`src/hw/mlu_pkg.sv`:
```
// Purpose: shared types and constants of the memory load unit
// Assumes: one core clock; memory returns the addressed bytes right-justified
// Notes:   register numbers 0..15 are the local bank, 16..31 the global bank
//
// Operation
// RL1: fetch bytes at address, write destination registers
// RL2: any addressing mode; address arrives already computed
// RL3: destination is single or lowest of group
// RL4: byte and half-word loads widen to 32 bits
// RL5: word/long/triple/quad move 4/8/12/16 bytes
// RL6: software gives even register for long load
// RL7: software gives multiple-of-four for triple/quad
// RL8: software keeps multi-word within one bank
// RL9: ordinal zero-fills, integer sign-extends when widening
// RL10: lowest address word goes to lowest register
package mlu_pkg;

  // ----------------------------------------------------------------
  // load kinds
  // ----------------------------------------------------------------
  typedef enum logic [2:0] {
    MLU_LOAD_WORD      = 3'h0,
    MLU_LOAD_ORD_BYTE  = 3'h1,
    MLU_LOAD_ORD_SHORT = 3'h2,
    MLU_LOAD_INT_BYTE  = 3'h3,
    MLU_LOAD_INT_SHORT = 3'h4,
    MLU_LOAD_LONG      = 3'h5,
    MLU_LOAD_TRIPLE    = 3'h6,
    MLU_LOAD_QUAD      = 3'h7
  } mlu_kind_t;

  // ----------------------------------------------------------------
  // memory access size codes
  // ----------------------------------------------------------------
  typedef enum logic [1:0] {
    MLU_SIZE_BYTE = 2'h0,
    MLU_SIZE_HALF = 2'h1,
    MLU_SIZE_WORD = 2'h2
  } mlu_size_t;

  // ----------------------------------------------------------------
  // widths and steps
  // ----------------------------------------------------------------
  localparam int unsigned    DATA_W      = 32;
  localparam int unsigned    ADDR_W      = 32;
  localparam int unsigned    REG_NUM_W   = 5;
  localparam int unsigned    BYTE_W      = 8;
  localparam int unsigned    HALF_W      = 16;
  localparam int unsigned    CNT_W       = 2;
  localparam logic [31:0]    WORD_STEP   = 32'h0000_0004;
  localparam logic [2:0]     WORDS_ONE   = 3'h1;
  localparam logic [2:0]     WORDS_LONG  = 3'h2;
  localparam logic [2:0]     WORDS_TRIP  = 3'h3;
  localparam logic [2:0]     WORDS_QUAD  = 3'h4;
  localparam logic [1:0]     CNT_ZERO    = 2'h0;
  localparam logic [1:0]     CNT_ONE     = 2'h1;
  localparam logic [3:0]     IDX_ONE     = 4'h1;

endpackage

```
`src/hw/mlu_load_unit.sv`:
```
// Purpose: executes the memory-to-register load family
// Assumes: this unit holds mem_req until mem_ack, data valid with mem_ack,
//          addressed bytes right-justified on mem_rdata; same clock
// Notes:   one register write per fetched word; start ignored while busy
`timescale 1ns/100ps
`default_nettype none

module mlu_load_unit (
  input  wire logic                          clk,
  input  wire logic                          reset,
  input  wire logic                          start,
  input  wire mlu_pkg::mlu_kind_t            kind,
  input  wire logic [mlu_pkg::ADDR_W-1:0]    eff_addr,
  input  wire logic [mlu_pkg::REG_NUM_W-1:0] dst_reg,
  output logic                               busy_r,
  output logic                               done_r,
  output logic                               mem_req_r,
  output logic [mlu_pkg::ADDR_W-1:0]         mem_addr_r,
  output mlu_pkg::mlu_size_t                 mem_size_r,
  input  wire logic                          mem_ack,
  input  wire logic [mlu_pkg::DATA_W-1:0]    mem_rdata,
  output logic                               reg_we_r,
  output logic [mlu_pkg::REG_NUM_W-1:0]      reg_num_r,
  output logic [mlu_pkg::DATA_W-1:0]         reg_wdata_r
);
  import mlu_pkg::*;

  // ----------------------------------------------------------------
  // sequencer state
  // ----------------------------------------------------------------
  typedef enum logic [2:0] {
    MLU_IDLE  = 3'b001,
    MLU_FETCH = 3'b010,
    MLU_WRITE = 3'b100
  } mlu_state_t;

  mlu_state_t                state_r, state_nxt;
  mlu_kind_t                 kind_r, kind_nxt;
  logic [CNT_W-1:0]          idx_r, idx_nxt;
  logic [CNT_W-1:0]          last_r, last_nxt;
  logic [DATA_W-1:0]         data_r, data_nxt;
  logic                      busy_nxt;
  logic                      done_nxt;
  logic                      mem_req_nxt;
  logic [ADDR_W-1:0]         mem_addr_nxt;
  mlu_size_t                 mem_size_nxt;
  logic                      reg_we_nxt;
  logic [REG_NUM_W-1:0]      reg_num_nxt;
  logic [DATA_W-1:0]         reg_wdata_nxt;
  logic [REG_NUM_W-1:0]      base_r, base_nxt;
  logic [2:0]                words;
  logic [DATA_W-1:0]         widened;

  // ----------------------------------------------------------------
  // word count and widening
  // ----------------------------------------------------------------
  always_comb begin
    unique case (kind)
      MLU_LOAD_LONG:   words = WORDS_LONG;   // [RL5]
      MLU_LOAD_TRIPLE: words = WORDS_TRIP;   // [RL5]
      MLU_LOAD_QUAD:   words = WORDS_QUAD;   // [RL5]
      default:         words = WORDS_ONE;    // [RL5]
    endcase
  end

  always_comb begin
    unique case (kind_r)
      MLU_LOAD_ORD_BYTE:  widened = {{(DATA_W-BYTE_W){1'b0}}, mem_rdata[BYTE_W-1:0]};  // [RL4] [RL9]
      MLU_LOAD_ORD_SHORT: widened = {{(DATA_W-HALF_W){1'b0}}, mem_rdata[HALF_W-1:0]};  // [RL4] [RL9]
      MLU_LOAD_INT_BYTE:  widened = {{(DATA_W-BYTE_W){mem_rdata[BYTE_W-1]}},
                                     mem_rdata[BYTE_W-1:0]};                              // [RL4] [RL9]
      MLU_LOAD_INT_SHORT: widened = {{(DATA_W-HALF_W){mem_rdata[HALF_W-1]}},
                                     mem_rdata[HALF_W-1:0]};                              // [RL4] [RL9]
      default:            widened = mem_rdata;
    endcase
  end

  // ----------------------------------------------------------------
  // next-state logic
  // ----------------------------------------------------------------
  always_comb begin
    state_nxt     = state_r;
    kind_nxt      = kind_r;
    idx_nxt       = idx_r;
    last_nxt      = last_r;
    data_nxt      = data_r;
    base_nxt      = base_r;
    busy_nxt      = busy_r;
    done_nxt      = 1'b0;
    mem_req_nxt   = mem_req_r;
    mem_addr_nxt  = mem_addr_r;
    mem_size_nxt  = mem_size_r;
    reg_we_nxt    = 1'b0;
    reg_num_nxt   = reg_num_r;
    reg_wdata_nxt = reg_wdata_r;
    unique case (state_r)
      MLU_IDLE: begin
        if (start) begin
          // the address is taken as computed, whatever mode produced it
          state_nxt    = MLU_FETCH;
          kind_nxt     = kind;
          idx_nxt      = CNT_ZERO;
          last_nxt     = CNT_W'(words - WORDS_ONE);
          base_nxt     = dst_reg;                   // [RL3]
          busy_nxt     = 1'b1;
          mem_req_nxt  = 1'b1;                      // [RL1]
          mem_addr_nxt = eff_addr;                  // [RL2]
          unique case (kind)
            MLU_LOAD_ORD_BYTE, MLU_LOAD_INT_BYTE:   mem_size_nxt = MLU_SIZE_BYTE;
            MLU_LOAD_ORD_SHORT, MLU_LOAD_INT_SHORT: mem_size_nxt = MLU_SIZE_HALF;
            default:                                mem_size_nxt = MLU_SIZE_WORD;
          endcase
        end
      end
      MLU_FETCH: begin
        if (mem_ack) begin
          state_nxt   = MLU_WRITE;
          mem_req_nxt = 1'b0;
          data_nxt    = widened;
        end
      end
      MLU_WRITE: begin
        // the bank bit is kept; a group running off the bank end wraps, its result undefined
        reg_we_nxt    = 1'b1;                                                   // [RL1]
        reg_num_nxt   = {base_r[REG_NUM_W-1], base_r[REG_NUM_W-2:0] +
                         {{(REG_NUM_W-1-CNT_W){1'b0}}, idx_r}};                 // [RL10] [RL8]
        reg_wdata_nxt = data_r;
        if (idx_r == last_r) begin
          state_nxt = MLU_IDLE;
          busy_nxt  = 1'b0;
          done_nxt  = 1'b1;
        end else begin
          state_nxt    = MLU_FETCH;
          idx_nxt      = idx_r + CNT_ONE;
          mem_req_nxt  = 1'b1;
          mem_addr_nxt = mem_addr_r + WORD_STEP;                               // [RL10]
        end
      end
      default: begin
        state_nxt   = MLU_IDLE;
        busy_nxt    = 1'b0;
        mem_req_nxt = 1'b0;
      end
    endcase
  end

  // ----------------------------------------------------------------
  // registers
  // ----------------------------------------------------------------
  always_ff @(posedge clk or posedge reset) begin
    if (reset) begin
      state_r     <= MLU_IDLE;
      kind_r      <= MLU_LOAD_WORD;
      idx_r       <= CNT_ZERO;
      last_r      <= CNT_ZERO;
      data_r      <= '0;
      base_r      <= '0;
      busy_r      <= 1'b0;
      done_r      <= 1'b0;
      mem_req_r   <= 1'b0;
      mem_addr_r  <= '0;
      mem_size_r  <= MLU_SIZE_WORD;
      reg_we_r    <= 1'b0;
      reg_num_r   <= '0;
      reg_wdata_r <= '0;
    end else begin
      state_r     <= state_nxt;
      kind_r      <= kind_nxt;
      idx_r       <= idx_nxt;
      last_r      <= last_nxt;
      data_r      <= data_nxt;
      base_r      <= base_nxt;
      busy_r      <= busy_nxt;
      done_r      <= done_nxt;
      mem_req_r   <= mem_req_nxt;
      mem_addr_r  <= mem_addr_nxt;
      mem_size_r  <= mem_size_nxt;
      reg_we_r    <= reg_we_nxt;
      reg_num_r   <= reg_num_nxt;
      reg_wdata_r <= reg_wdata_nxt;
    end
  end

endmodule

`default_nettype wire

```
`config.mk`:
```
export PLATFORM = sky130hd
export DESIGN_NAME = mlu_load_unit
export DESIGN_NICKNAME = d
export VERILOG_FILES = /design/src/hw/mlu_pkg.sv /design/src/hw/mlu_load_unit.sv
export SDC_FILE = /design/constraint.sdc
export NUM_CORES = 1
export LEC_CHECK = 0
export BUFFER_PORTS_ARGS = -buffer_cell sky130_fd_sc_hd__buf_2
export CAP_MARGIN = 20
export CORE_AREA = 5 5 171 124
export DETAILED_ROUTE_END_ITERATION = 16
export DIE_AREA = 0 0 176 129
export PLACE_DENSITY = 0.6
export SKIP_CTS_REPAIR_TIMING = 1
export SLEW_MARGIN = 20
export SYNTH_ARGS = -nofsm -noshare
export SYNTH_HDL_FRONTEND = slang
export SYNTH_SLANG_ARGS = --single-unit
export TNS_END_PERCENT = 1
```
`constraint.sdc`:
```
create_clock -name clk -period 5.7 [get_ports clk]
set_input_delay 0.855 -clock clk [delete_from_list [all_inputs] [get_ports clk]]
set_output_delay 0.855 -clock clk [all_outputs]
set_load 0.005 [all_outputs]
```
==> summary.md, run 1 <==
| Metric | Value |
|---|---|
| Status | finished, final reports clean |
| Top-level port count | 151 |
| Power density normalized to cell area | 552.5 nW/µm² |
| Mux cell area share after synthesis | 3.173% |
| Share of the synthesized netlist area taken by xor and xnor gates | 1.234% |
| Non-filler instance count after layout | 1027 |
| Initial antenna violation count | 2 |
| Synth async-reset ratio | 100.0% |
| CORE AREA | 19370 µm² |
| Pin count of the biggest net entering global routing | 81 |
| Number of global-route vias before repair | 4887 |
| Buffering stage count on the worst path with inverters included | 3 |
| Final period demand of the worst path | 3.388 ns |
| Switch share | 35.94% |
| Placed Cells | 995 |
| Dominant synthesized flop cell | sky130_fd_sc_hd__dfrtp_1 |
| Initial Utilization | 29.32% |
| Critical Path AT | 3.69 ns |
| Per-instance average area after synthesis | 9.099 µm² |
| Area Overhead vs Synth | 28.12% |
| Sequential group share of total power | 39.7% |
| Setup-violating endpoint count in the final report | 0 |
| Highest-count cells in the layout ignoring fill and taps | sky130_fd_sc_hd__nand2_1 (191), sky130_fd_sc_hd__buf_2 (150), sky130_fd_sc_hd__dfrtp_1 (120) |
| Htree depth | 4 |
| CTS tree | done |
| Maximum ir drop on the vdd rail | 0.1963 mV |
| TritonCTS sink count | 122 |
| Overall power after layout | 4.019 mW |
| Slew Viols, Final | 0 |
| Maximum buffer depth of the clock tree | 2 |
| Standard-cell row count | 43 |
| Leakage power summed over all cells | 3.589 nW |
| Routability congestion estimate | 0.7950 |
| Relative contribution of the clock network to total power | 28.4% |
| Drt first-iter violations | 277 |
| Cell area after synthesis | 5678 µm² |
| Area of the multi-input gates | 2440 µm² |
| Simple-gate area share of the yosys netlist | 23.34% |
| Most common library cell in the layout ignoring fill and taps | sky130_fd_sc_hd__nand2_1 |
| Post-route clock period utilization | 59.44% |
| Slowest stage delay, CP | 0.61 ns |
| Share of the core filled with cells | 37.56% |
| EDFF count, synth | 0 |
| Critical Path Stages | 8 |
| Final number of hold-violating endpoints | 0 |
| Headroom to the max-slew limit | 29.25% |
| Power dissipated by switching net loads | 1.444 mW |
| DRC violation count after routing | 0 |
| Number of max-cap violations | 0 |
| Sequential Area | 3055 µm² |
| Clock root buffer | sky130_fd_sc_hd__clkbuf_16 |
| Wire length of the first global-routing pass | 26.50 mm |
| Cells along the critical path | inv_1, nand3_2, buf_4, clkinv_2, o21ai_0, nand2_1, o21a_1, o22a_1 |
| Filler Cell Count | 1980 |
| Post-detail-place hpwl | 11.16 mm |
| Drt pass-1 iters | 5 |
| Nets | 847 |
| Floorplan die area | 22700 µm² |
| Hold-critical path depth | 2 |
| Yosys warnings | 0 |
| R2R depth | 8 |
| Source-to-sink clock delay at the later pin of the worst-skew pair | 0.42 ns |
| Layout cell share with drive strength beyond 1 | 27.56% |
| Maximum fanout encountered on the critical timing path | 55 |
| Largest family of logic cells by synthesized area | simple AND/OR/NAND/NOR gates |
| Area share of fa/ha/maj cells after synthesis | 1.014% |
| Total CTS buffers | 17 |
| Vias | 4924 |
| Part of the Yosys area used for sequential elements | 53.81% |
| Setup_tns | 0 ns |
| Remaining global-route overflow | 0 |
| Worst Clk Skew | 0.01345 ns |
| Mean number of vias per cell | 4.795 |
| Average wire per cell in the routed design | 16.06 µm |
| Unrepaired setup endpoints after global routing | no |
| X dimension of the die | 176 µm |
| Class of the most critical setup path | flop to flop |
| Min-Delay Path Class | flop to flop |
| Endpoint class of the critical path | flop |
| Number of distinct standard cells referenced by the synthesized netlist | 54 |
| Top cell family by delay on the critical path | buffers and inverters |
| Overall routing resource usage | 14.88% |
| Cell-internal power | 2.575 mW |
| Synthesized-area fraction occupied by ao, oa, aoi and oai cells | 14.15% |
| Synthesized net count | 704 |
| Die Ht | 129 µm |
| Instance count of the mapped netlist | 624 |
| Number of antenna-violating nets in the routed design | 0 |
| Total wirelength of the detailed-routed design | 16.49 mm |
| Setup crit start kind | flop |
| Library cell contributing the largest single delay on the critical path | sky130_fd_sc_hd__nand2_1 |
| Post-CTS clock slew at the launch and capture registers of the worst setup and hold paths | 0.06 ns |
| # port buffers | 150 |
| Transition time of the tightest slew-check pin | 1.061 ns |
| Flop and latch count out of synthesis | 122 |
| Combinational share of power | 31.9% |
| Timing-limited maximum frequency | 0.2952 GHz |
| Number of inserted diodes | 0 |
| Data required, critical path | 6.01 ns |
state kept, by name, indices dropped and copies added (netlist names):
register and cells:
base_r 5, busy_r 1, data_r 32, done_r 1
idx_r 2, kind_r 3, last_r 2, mem_addr_r 32
mem_req_r 1, mem_size_r 2, reg_num_r 5, reg_wdata_r 32
reg_we_r 1, state_r 3
cell families after synthesis:
kind of cell | Yosys count
muxes | 17
adders and majority gates | 4
DFF | 122
xor gates and xnor gates | 8
and+or+nand+nor | 296
AOI/OAI and AO/OA | 136
buffers and inverters | 41
cell type report:
type                    instances  area share, %
clock inverters                 6          1.479
flip-flops and latches        122          42.00
multi-input cells             461          33.54
inverters                       7         0.4472
repair buffers                158          11.15
well taps                     247          4.248
clock buffers                  26          7.138
routing by layer:
metal  part of all wire, %  GRT usage, %  vias to the layer above
met5                  0.16             0                        -
met4                   1.3         4.583                        4
li1                      -             -                     2422
met2                    43         21.32                      126
met3                   6.9         5.521                       19
met1                    49         21.00                     2353
worst paths after layout:
path | slack, ns | endpoint | from
setup / recovery | 2.31 | mem_addr_r[27] | state_r[0]
setup reg to reg | 2.31 | mem_addr_r[27] | state_r[0]
hold reg to reg | 0.46 | reg_wdata_r[0] | data_r[0]
hold / removal | 0.46 | reg_wdata_r[0] | data_r[0]
max in group asynchronous | 4.04 | data_r[10] | reset
min in group asynchronous | 0.59 | reg_wdata_r[31] | reset
synthesized netlist by cell type (2+ instances only):
library cell | number | share of area, %
sky130_fd_sc_hd__and4_1 | 3 | 0.46
sky130_fd_sc_hd__o21ai_0 | 20 | 1.8
sky130_fd_sc_hd__nand2b_1 | 4 | 0.44
sky130_fd_sc_hd__a41oi_1 | 2 | 0.31
sky130_fd_sc_hd__nand3_2 | 2 | 0.35
sky130_fd_sc_hd__o31ai_1 | 4 | 0.53
sky130_fd_sc_hd__o22a_1 | 8 | 1.2
sky130_fd_sc_hd__inv_1 | 7 | 0.46
sky130_fd_sc_hd__nand2_1 | 191 | 13
sky130_fd_sc_hd__nor3_1 | 4 | 0.35
sky130_fd_sc_hd__clkbuf_1 | 13 | 0.86
sky130_fd_sc_hd__nand4_1 | 8 | 0.88
sky130_fd_sc_hd__mux2i_1 | 9 | 1.6
sky130_fd_sc_hd__buf_2 | 13 | 1.1
sky130_fd_sc_hd__xor2_1 | 3 | 0.46
sky130_fd_sc_hd__a31oi_1 | 6 | 0.66
sky130_fd_sc_hd__ha_1 | 3 | 0.66
sky130_fd_sc_hd__nand3_1 | 13 | 1.1
sky130_fd_sc_hd__o22ai_1 | 14 | 1.5
sky130_fd_sc_hd__or2_2 | 3 | 0.33
sky130_fd_sc_hd__xnor2_1 | 5 | 0.77
sky130_fd_sc_hd__dfstp_2 | 2 | 0.93
sky130_fd_sc_hd__mux2_2 | 8 | 1.6
sky130_fd_sc_hd__and3_1 | 4 | 0.44
sky130_fd_sc_hd__buf_1 | 4 | 0.26
sky130_fd_sc_hd__nor2_1 | 51 | 3.4
sky130_fd_sc_hd__dfrtp_1 | 120 | 53
sky130_fd_sc_hd__nor4_4 | 4 | 1.5
sky130_fd_sc_hd__a21oi_1 | 70 | 6.2
sky130_fd_sc_hd__buf_4 | 2 | 0.26
worst reg2reg max path: stages (launching register included):
cell	delay [ns]
sky130_fd_sc_hd__dfstp_2	0.57
sky130_fd_sc_hd__inv_1	0.08
sky130_fd_sc_hd__nand3_2	0.06
sky130_fd_sc_hd__buf_4	0.55
sky130_fd_sc_hd__clkinv_2	0.62
sky130_fd_sc_hd__o21ai_0	0.28
sky130_fd_sc_hd__nand2_1	0.61
sky130_fd_sc_hd__o21a_1	0.32
sky130_fd_sc_hd__o22a_1	0.19
through the flow:
step	hold WS, ns	area (µm²)	setup slack (ns)
floorplan	0.4348	5678	1.606
global placement	0.4481	6645	2.385
detailed placement	0.4536	6645	2.282
CTS	0.4661	7272	2.278
global route	0.4924	7274	1.978
finish	0.4623	7274	2.312
power groups by stage:
stage	Clock (mW)	Combinational (mW)	Sequential, mW
after floorplan	0	0.803	1.56
after global placement	0	1.28	1.60
after detailed placement	0	1.30	1.60
after CTS	1.17	1.31	1.59
after global routing	1.22	1.47	1.65
final	1.14	1.28	1.60
No activity file was read; power rests on OpenSTA's default activity.
==> run 2, diff against run 1 <==
ABC_AREA = 1   (was default)
CORE_AREA = 5 5 176 127   (was 5 5 171 124)
DIE_AREA = 0 0 181 132   (was 0 0 176 129)
PLACE_DENSITY = 0.61   (was 0.6)
clock period = 2.89 ns   (was 5.7 ns; I/O delays follow)
==> summary.md, run 2 <==
| Metric | Value |
|---|---|
| Number of antenna-violating nets in the routed design | 0 (unchanged) |
| Drt first-iter violations | 458 (was 277) |
| Layout cell share with drive strength beyond 1 | 23.71% (was 27.56%) |
| Leakage power summed over all cells | 3.913 nW (was 3.589 nW) |
| Power dissipated by switching net loads | 3.142 mW (was 1.444 mW) |
| Post-route clock period utilization | 75.81% (was 59.44%) |
| Final period demand of the worst path | 2.191 ns (was 3.388 ns) |
| Final number of hold-violating endpoints | 0 (unchanged) |
| Clock root buffer | sky130_fd_sc_hd__clkbuf_16 (unchanged) |
| Startpoint of the worst register-to-register path | state_r[1] (was state_r[0]) |
| Combinational share of power | 34.4% (was 31.9%) |
| Wire length of the first global-routing pass | 27.79 mm (was 26.50 mm) |
| Area share of fa/ha/maj cells after synthesis | 0.9516% (was 1.014%) |
| Yosys warnings | 0 (unchanged) |
| DRC violation count after routing | 0 (unchanged) |
| Top-level port count | 151 (unchanged) |
| Initial Utilization | 29.61% (was 29.32%) |
| Slew Viols, Final | 0 (unchanged) |
| CTS tree | done (unchanged) |
| Worst Clk Skew | 0.01311 ns (was 0.01345 ns) |
| Total CTS buffers | 17 (unchanged) |
| Unrepaired setup endpoints after global routing | no (unchanged) |
| Buffering stage count on the worst path with inverters included | 2 (was 3) |
| Initial antenna violation count | 4 (was 2) |
| Number of inserted diodes | 0 (unchanged) |
| Source-to-sink clock delay at the later pin of the worst-skew pair | 0.42 ns (about the same) |
| Top cell family by delay on the critical path | compound AO/OA/AOI/OAI gates (was buffers and inverters) |
| Area Overhead vs Synth | 27.27% (was 28.12%) |
| Transition time of the tightest slew-check pin | 1.016 ns (was 1.061 ns) |
| Dominant cell type by area after synthesis | sky130_fd_sc_hd__dfrtp_1 (unchanged) |
| Die Ht | 132 µm (was 129 µm) |
| Data required, critical path | 3.19 ns (was 6.01 ns) |
| Power density normalized to cell area | 1038 nW/µm² (was 552.5 nW/µm²) |
| CORE AREA | 20420 µm² (was 19370 µm²) |
| Routability congestion estimate | 0.8678 (was 0.7950) |
| Number of distinct standard cells referenced by the synthesized netlist | 35 (was 54) |
| Flop and latch count out of synthesis | 122 (unchanged) |
| Dominant synthesized flop cell | sky130_fd_sc_hd__dfrtp_1 (unchanged) |
| Most common library cell in the layout ignoring fill and taps | sky130_fd_sc_hd__nand2_1 (unchanged) |
| # port buffers | 150 (unchanged) |
| Synth async-reset ratio | 100.0% (unchanged) |
| Share of the core filled with cells | 37.69% (was 37.56%) |
| Total wirelength of the detailed-routed design | 16.89 mm (was 16.49 mm) |
| Status | finished, final reports clean (unchanged) |
| Largest registers | data_r (32), mem_addr_r (32), reg_wdata_r (32) (unchanged) |
| Area of the multi-input gates | 2592 µm² (was 2440 µm²) |
| Largest family of logic cells by synthesized area | simple AND/OR/NAND/NOR gates (unchanged) |
| X dimension of the die | 181 µm (was 176 µm) |
| Pin count of the biggest net entering global routing | 67 (was 81) |
| Standard-cell row count | 44 (was 43) |
| Post-CTS clock slew at the launch and capture registers of the worst setup and hold paths | 0.07 ns (was 0.06 ns) |
| Floorplan die area | 23890 µm² (was 22700 µm²) |
| Fraction of post-synthesis cell area in the top cell type by area | 49.65% (was 52.89%) |
| Setup_tns | 0 ns (unchanged) |
| Most frequently used cell type in the post-synthesis netlist | sky130_fd_sc_hd__nand2_1 (unchanged) |
| Remaining global-route overflow | 0 (unchanged) |
| Maximum buffer depth of the clock tree | 2 (unchanged) |
| EDFF count, synth | 0 (unchanged) |
| Headroom to the max-slew limit | 32.04% (was 29.25%) |
| Maximum ir drop on the vdd rail | 0.3350 mV (was 0.1963 mV) |
| Class of the most critical setup path | flop to flop (unchanged) |
| Vias | 5512 (was 4924) |
| TritonCTS sink count | 122 (unchanged) |
| Part of the Yosys area used for sequential elements | 50.52% (was 53.81%) |
| Cell area after synthesis | 6048 µm² (was 5678 µm²) |
| Post-detail-place hpwl | 12.32 mm (was 11.16 mm) |
| Drt pass-1 iters | 5 (unchanged) |
| Library cell contributing the largest single delay on the critical path | sky130_fd_sc_hd__o21ai_4 (was sky130_fd_sc_hd__nand2_1) |
| Cell-internal power | 4.845 mW (was 2.575 mW) |
| Average wire per cell in the routed design | 13.79 µm (was 16.06 µm) |
| Number of max-cap violations | 0 (unchanged) |
| Nets | 1016 (was 847) |
| Synthesized net count | 865 (was 704) |
| Relative contribution of the clock network to total power | 26.5% (was 28.4%) |
| Htree depth | 4 (unchanged) |
| Cells along the critical path | inv_2, nand3_4, o21ai_4, buf_4, nor2_1, nand2_1, nand2_1 (was inv_1, nand3_2, buf_4, clkinv_2, o21ai_0, nand2_1, o21a_1, o22a_1) |
| Switch share | 39.34% (was 35.94%) |
| Maximum fanout encountered on the critical timing path | 40 (was 55) |
| Timing-limited maximum frequency | 0.4564 GHz (was 0.2952 GHz) |
| Per-instance average area after synthesis | 7.705 µm² (was 9.099 µm²) |
| Sequential Area | 3055 µm² (unchanged) |
| Share of the synthesized netlist area taken by xor and xnor gates | 1.427% (was 1.234%) |
| Mux cell area share after synthesis | 0% (was 3.173%) |
| Min-Delay Path Class | primary input to asynchronous set/reset pin (was flop to flop) |
| Endpoint class of the critical path | flop (unchanged) |
| Slowest stage delay, CP | 0.86 ns (was 0.61 ns) |
| Highest-count cells in the layout ignoring fill and taps | sky130_fd_sc_hd__nand2_1 (296), sky130_fd_sc_hd__buf_2 (150), sky130_fd_sc_hd__dfrtp_1 (120) (was sky130_fd_sc_hd__nand2_1 (191), sky130_fd_sc_hd__buf_2 (150), sky130_fd_sc_hd__dfrtp_1 (120)) |
| Instance count of the mapped netlist | 785 (was 624) |
| Overall routing resource usage | 14.33% (was 14.88%) |
| Sequential group share of total power | 39.1% (was 39.7%) |
| Cell with the most instances on the worst path | sky130_fd_sc_hd__nand2_1 |
| Setup slack of the worst register-to-register path | 0.70 ns (was 2.31 ns) |
| Critical Path AT | 2.50 ns (was 3.69 ns) |
| Synth top area cells | sky130_fd_sc_hd__dfrtp_1 (50%), sky130_fd_sc_hd__nand2_1 (18%), sky130_fd_sc_hd__nor2_1 (5.2%), sky130_fd_sc_hd__o21ai_0 (4.5%), sky130_fd_sc_hd__inv_1 (4.0%) (was sky130_fd_sc_hd__dfrtp_1 (53%), sky130_fd_sc_hd__nand2_1 (13%), sky130_fd_sc_hd__a21oi_1 (6.2%), sky130_fd_sc_hd__nor2_1 (3.4%), sky130_fd_sc_hd__o21ai_0 (1.8%)) |
| Leading cell types by count after synthesis | sky130_fd_sc_hd__nand2_1 (296), sky130_fd_sc_hd__dfrtp_1 (120), sky130_fd_sc_hd__nor2_1 (83) (was sky130_fd_sc_hd__nand2_1 (191), sky130_fd_sc_hd__dfrtp_1 (120), sky130_fd_sc_hd__a21oi_1 (70)) |
| Endpoint of the lowest-slack register-to-register path | mem_addr_r[14] (was mem_addr_r[27]) |
| R2R depth | 7 (was 8) |
| Setup-violating endpoint count in the final report | 0 (unchanged) |
| Simple-gate area share of the yosys netlist | 31.18% (was 23.34%) |
| Filler Cell Count | 2153 (was 1980) |
| Synthesized-area fraction occupied by ao, oa, aoi and oai cells | 9.185% (was 14.15%) |
| Setup crit start kind | flop (unchanged) |
| Number of global-route vias before repair | 5236 (was 4887) |
| Mean number of vias per cell | 4.500 (was 4.795) |
## run 2: cell count changes in the layout (fill, tap and decap cells not counted), sizes merged, moves of 6 or more
| cell | delta |
|---|---|
| a21oi | -67 |
| a22oi | +24 |
| o22a | -8 |
| nor2 | +46 |
| mux2i | -9 |
| clkbuf | -7 |
| nand4 | -6 |
| nand2 | +110 |
| o21ai | +43 |
| inv | +69 |
| mux2 | -8 |
| nand3 | +29 |
| o22ai | -14 |
## run 2: cells by family (layout without fill, tap and decap cells)
family                     Yosys count  in the layout
AOI/OAI and AO/OA                   95             95
buffers and inverters               98            262
xor gates and xnor gates             9              9
DFF                                122            122
adders and majority gates            4              4
and+or+nand+nor                    457            457
## run 2: area by class of cell
| class | count | share of cell area [%] |
|---|---|---|
| Clock buffer | 19 | 5.884 |
| Clock inverter | 13 | 1.739 |
| Inverter | 70 | 3.462 |
| Multi-Input combinational cell | 565 | 33.68 |
| Sequential cell | 122 | 39.69 |
| Tap cell | 276 | 4.486 |
| Timing Repair Buffer | 160 | 11.05 |
## run 2: power by group through the flow
stage / logic, mW / clock network [mW] / registers (mW)
final: 2.75 / 2.11 / 3.12
after global routing: 3.19 / 2.26 / 3.23
after CTS: 2.80 / 2.18 / 3.12
after detailed placement: 2.80 / 0 / 3.14
after global placement: 2.73 / 0 / 3.14
after floorplan: 1.80 / 0 / 3.05
## run 2: stage by stage
| stage | total power [mW] | setup slack [ns] | std cells | hold slack, ns | instance area, µm² |
|---|---|---|---|---|---|
| after floorplan | 4.848 | 0.9608 | 785 | 0.4422 | 6052 |
| after global placement | 5.870 | 0.7554 | 1193 | 0.4561 | 7111 |
| after detailed placement | 5.932 | 0.6968 | 1193 | 0.4619 | 7111 |
| after CTS | 8.102 | 0.6897 | 1225 | 0.06552 | 7697 |
| after global routing | 8.672 | 0.5218 | 1225 | 0.09902 | 7697 |
| final | 7.987 | 0.6990 | 1225 | 0.06818 | 7697 |
## run 2: how the worst max path moves through the flow
stage	startpoint	end	slack, ns	depth (start not counted)
3_3_place_gp	state_r[1]	mem_addr_r[19]	0.76	7
3_5_place_dp	state_r[1]	mem_addr_r[16]	0.70	7
4_1_cts	idx_r[1]	mem_addr_r[19]	0.69	7
5_1_grt	idx_r[1]	mem_addr_r[16]	0.52	7
2_1_floorplan	reset	base_r[0]	0.96	1
6_report	state_r[1]	mem_addr_r[14]	0.70	7
## run 2: metal layers
metal / vias up / part of all wire (%) / GRT usage (%) / wire (µm)
met5: - / 0.21 / 0 / 35
li1: 2766 / - / - / -
met2: 191 / 40 / 19.93 / 6689
met4: 8 / 1.1 / 4.250 / 193
met3: 26 / 9.7 / 5.488 / 1646
met1: 2521 / 49 / 20.64 / 8329
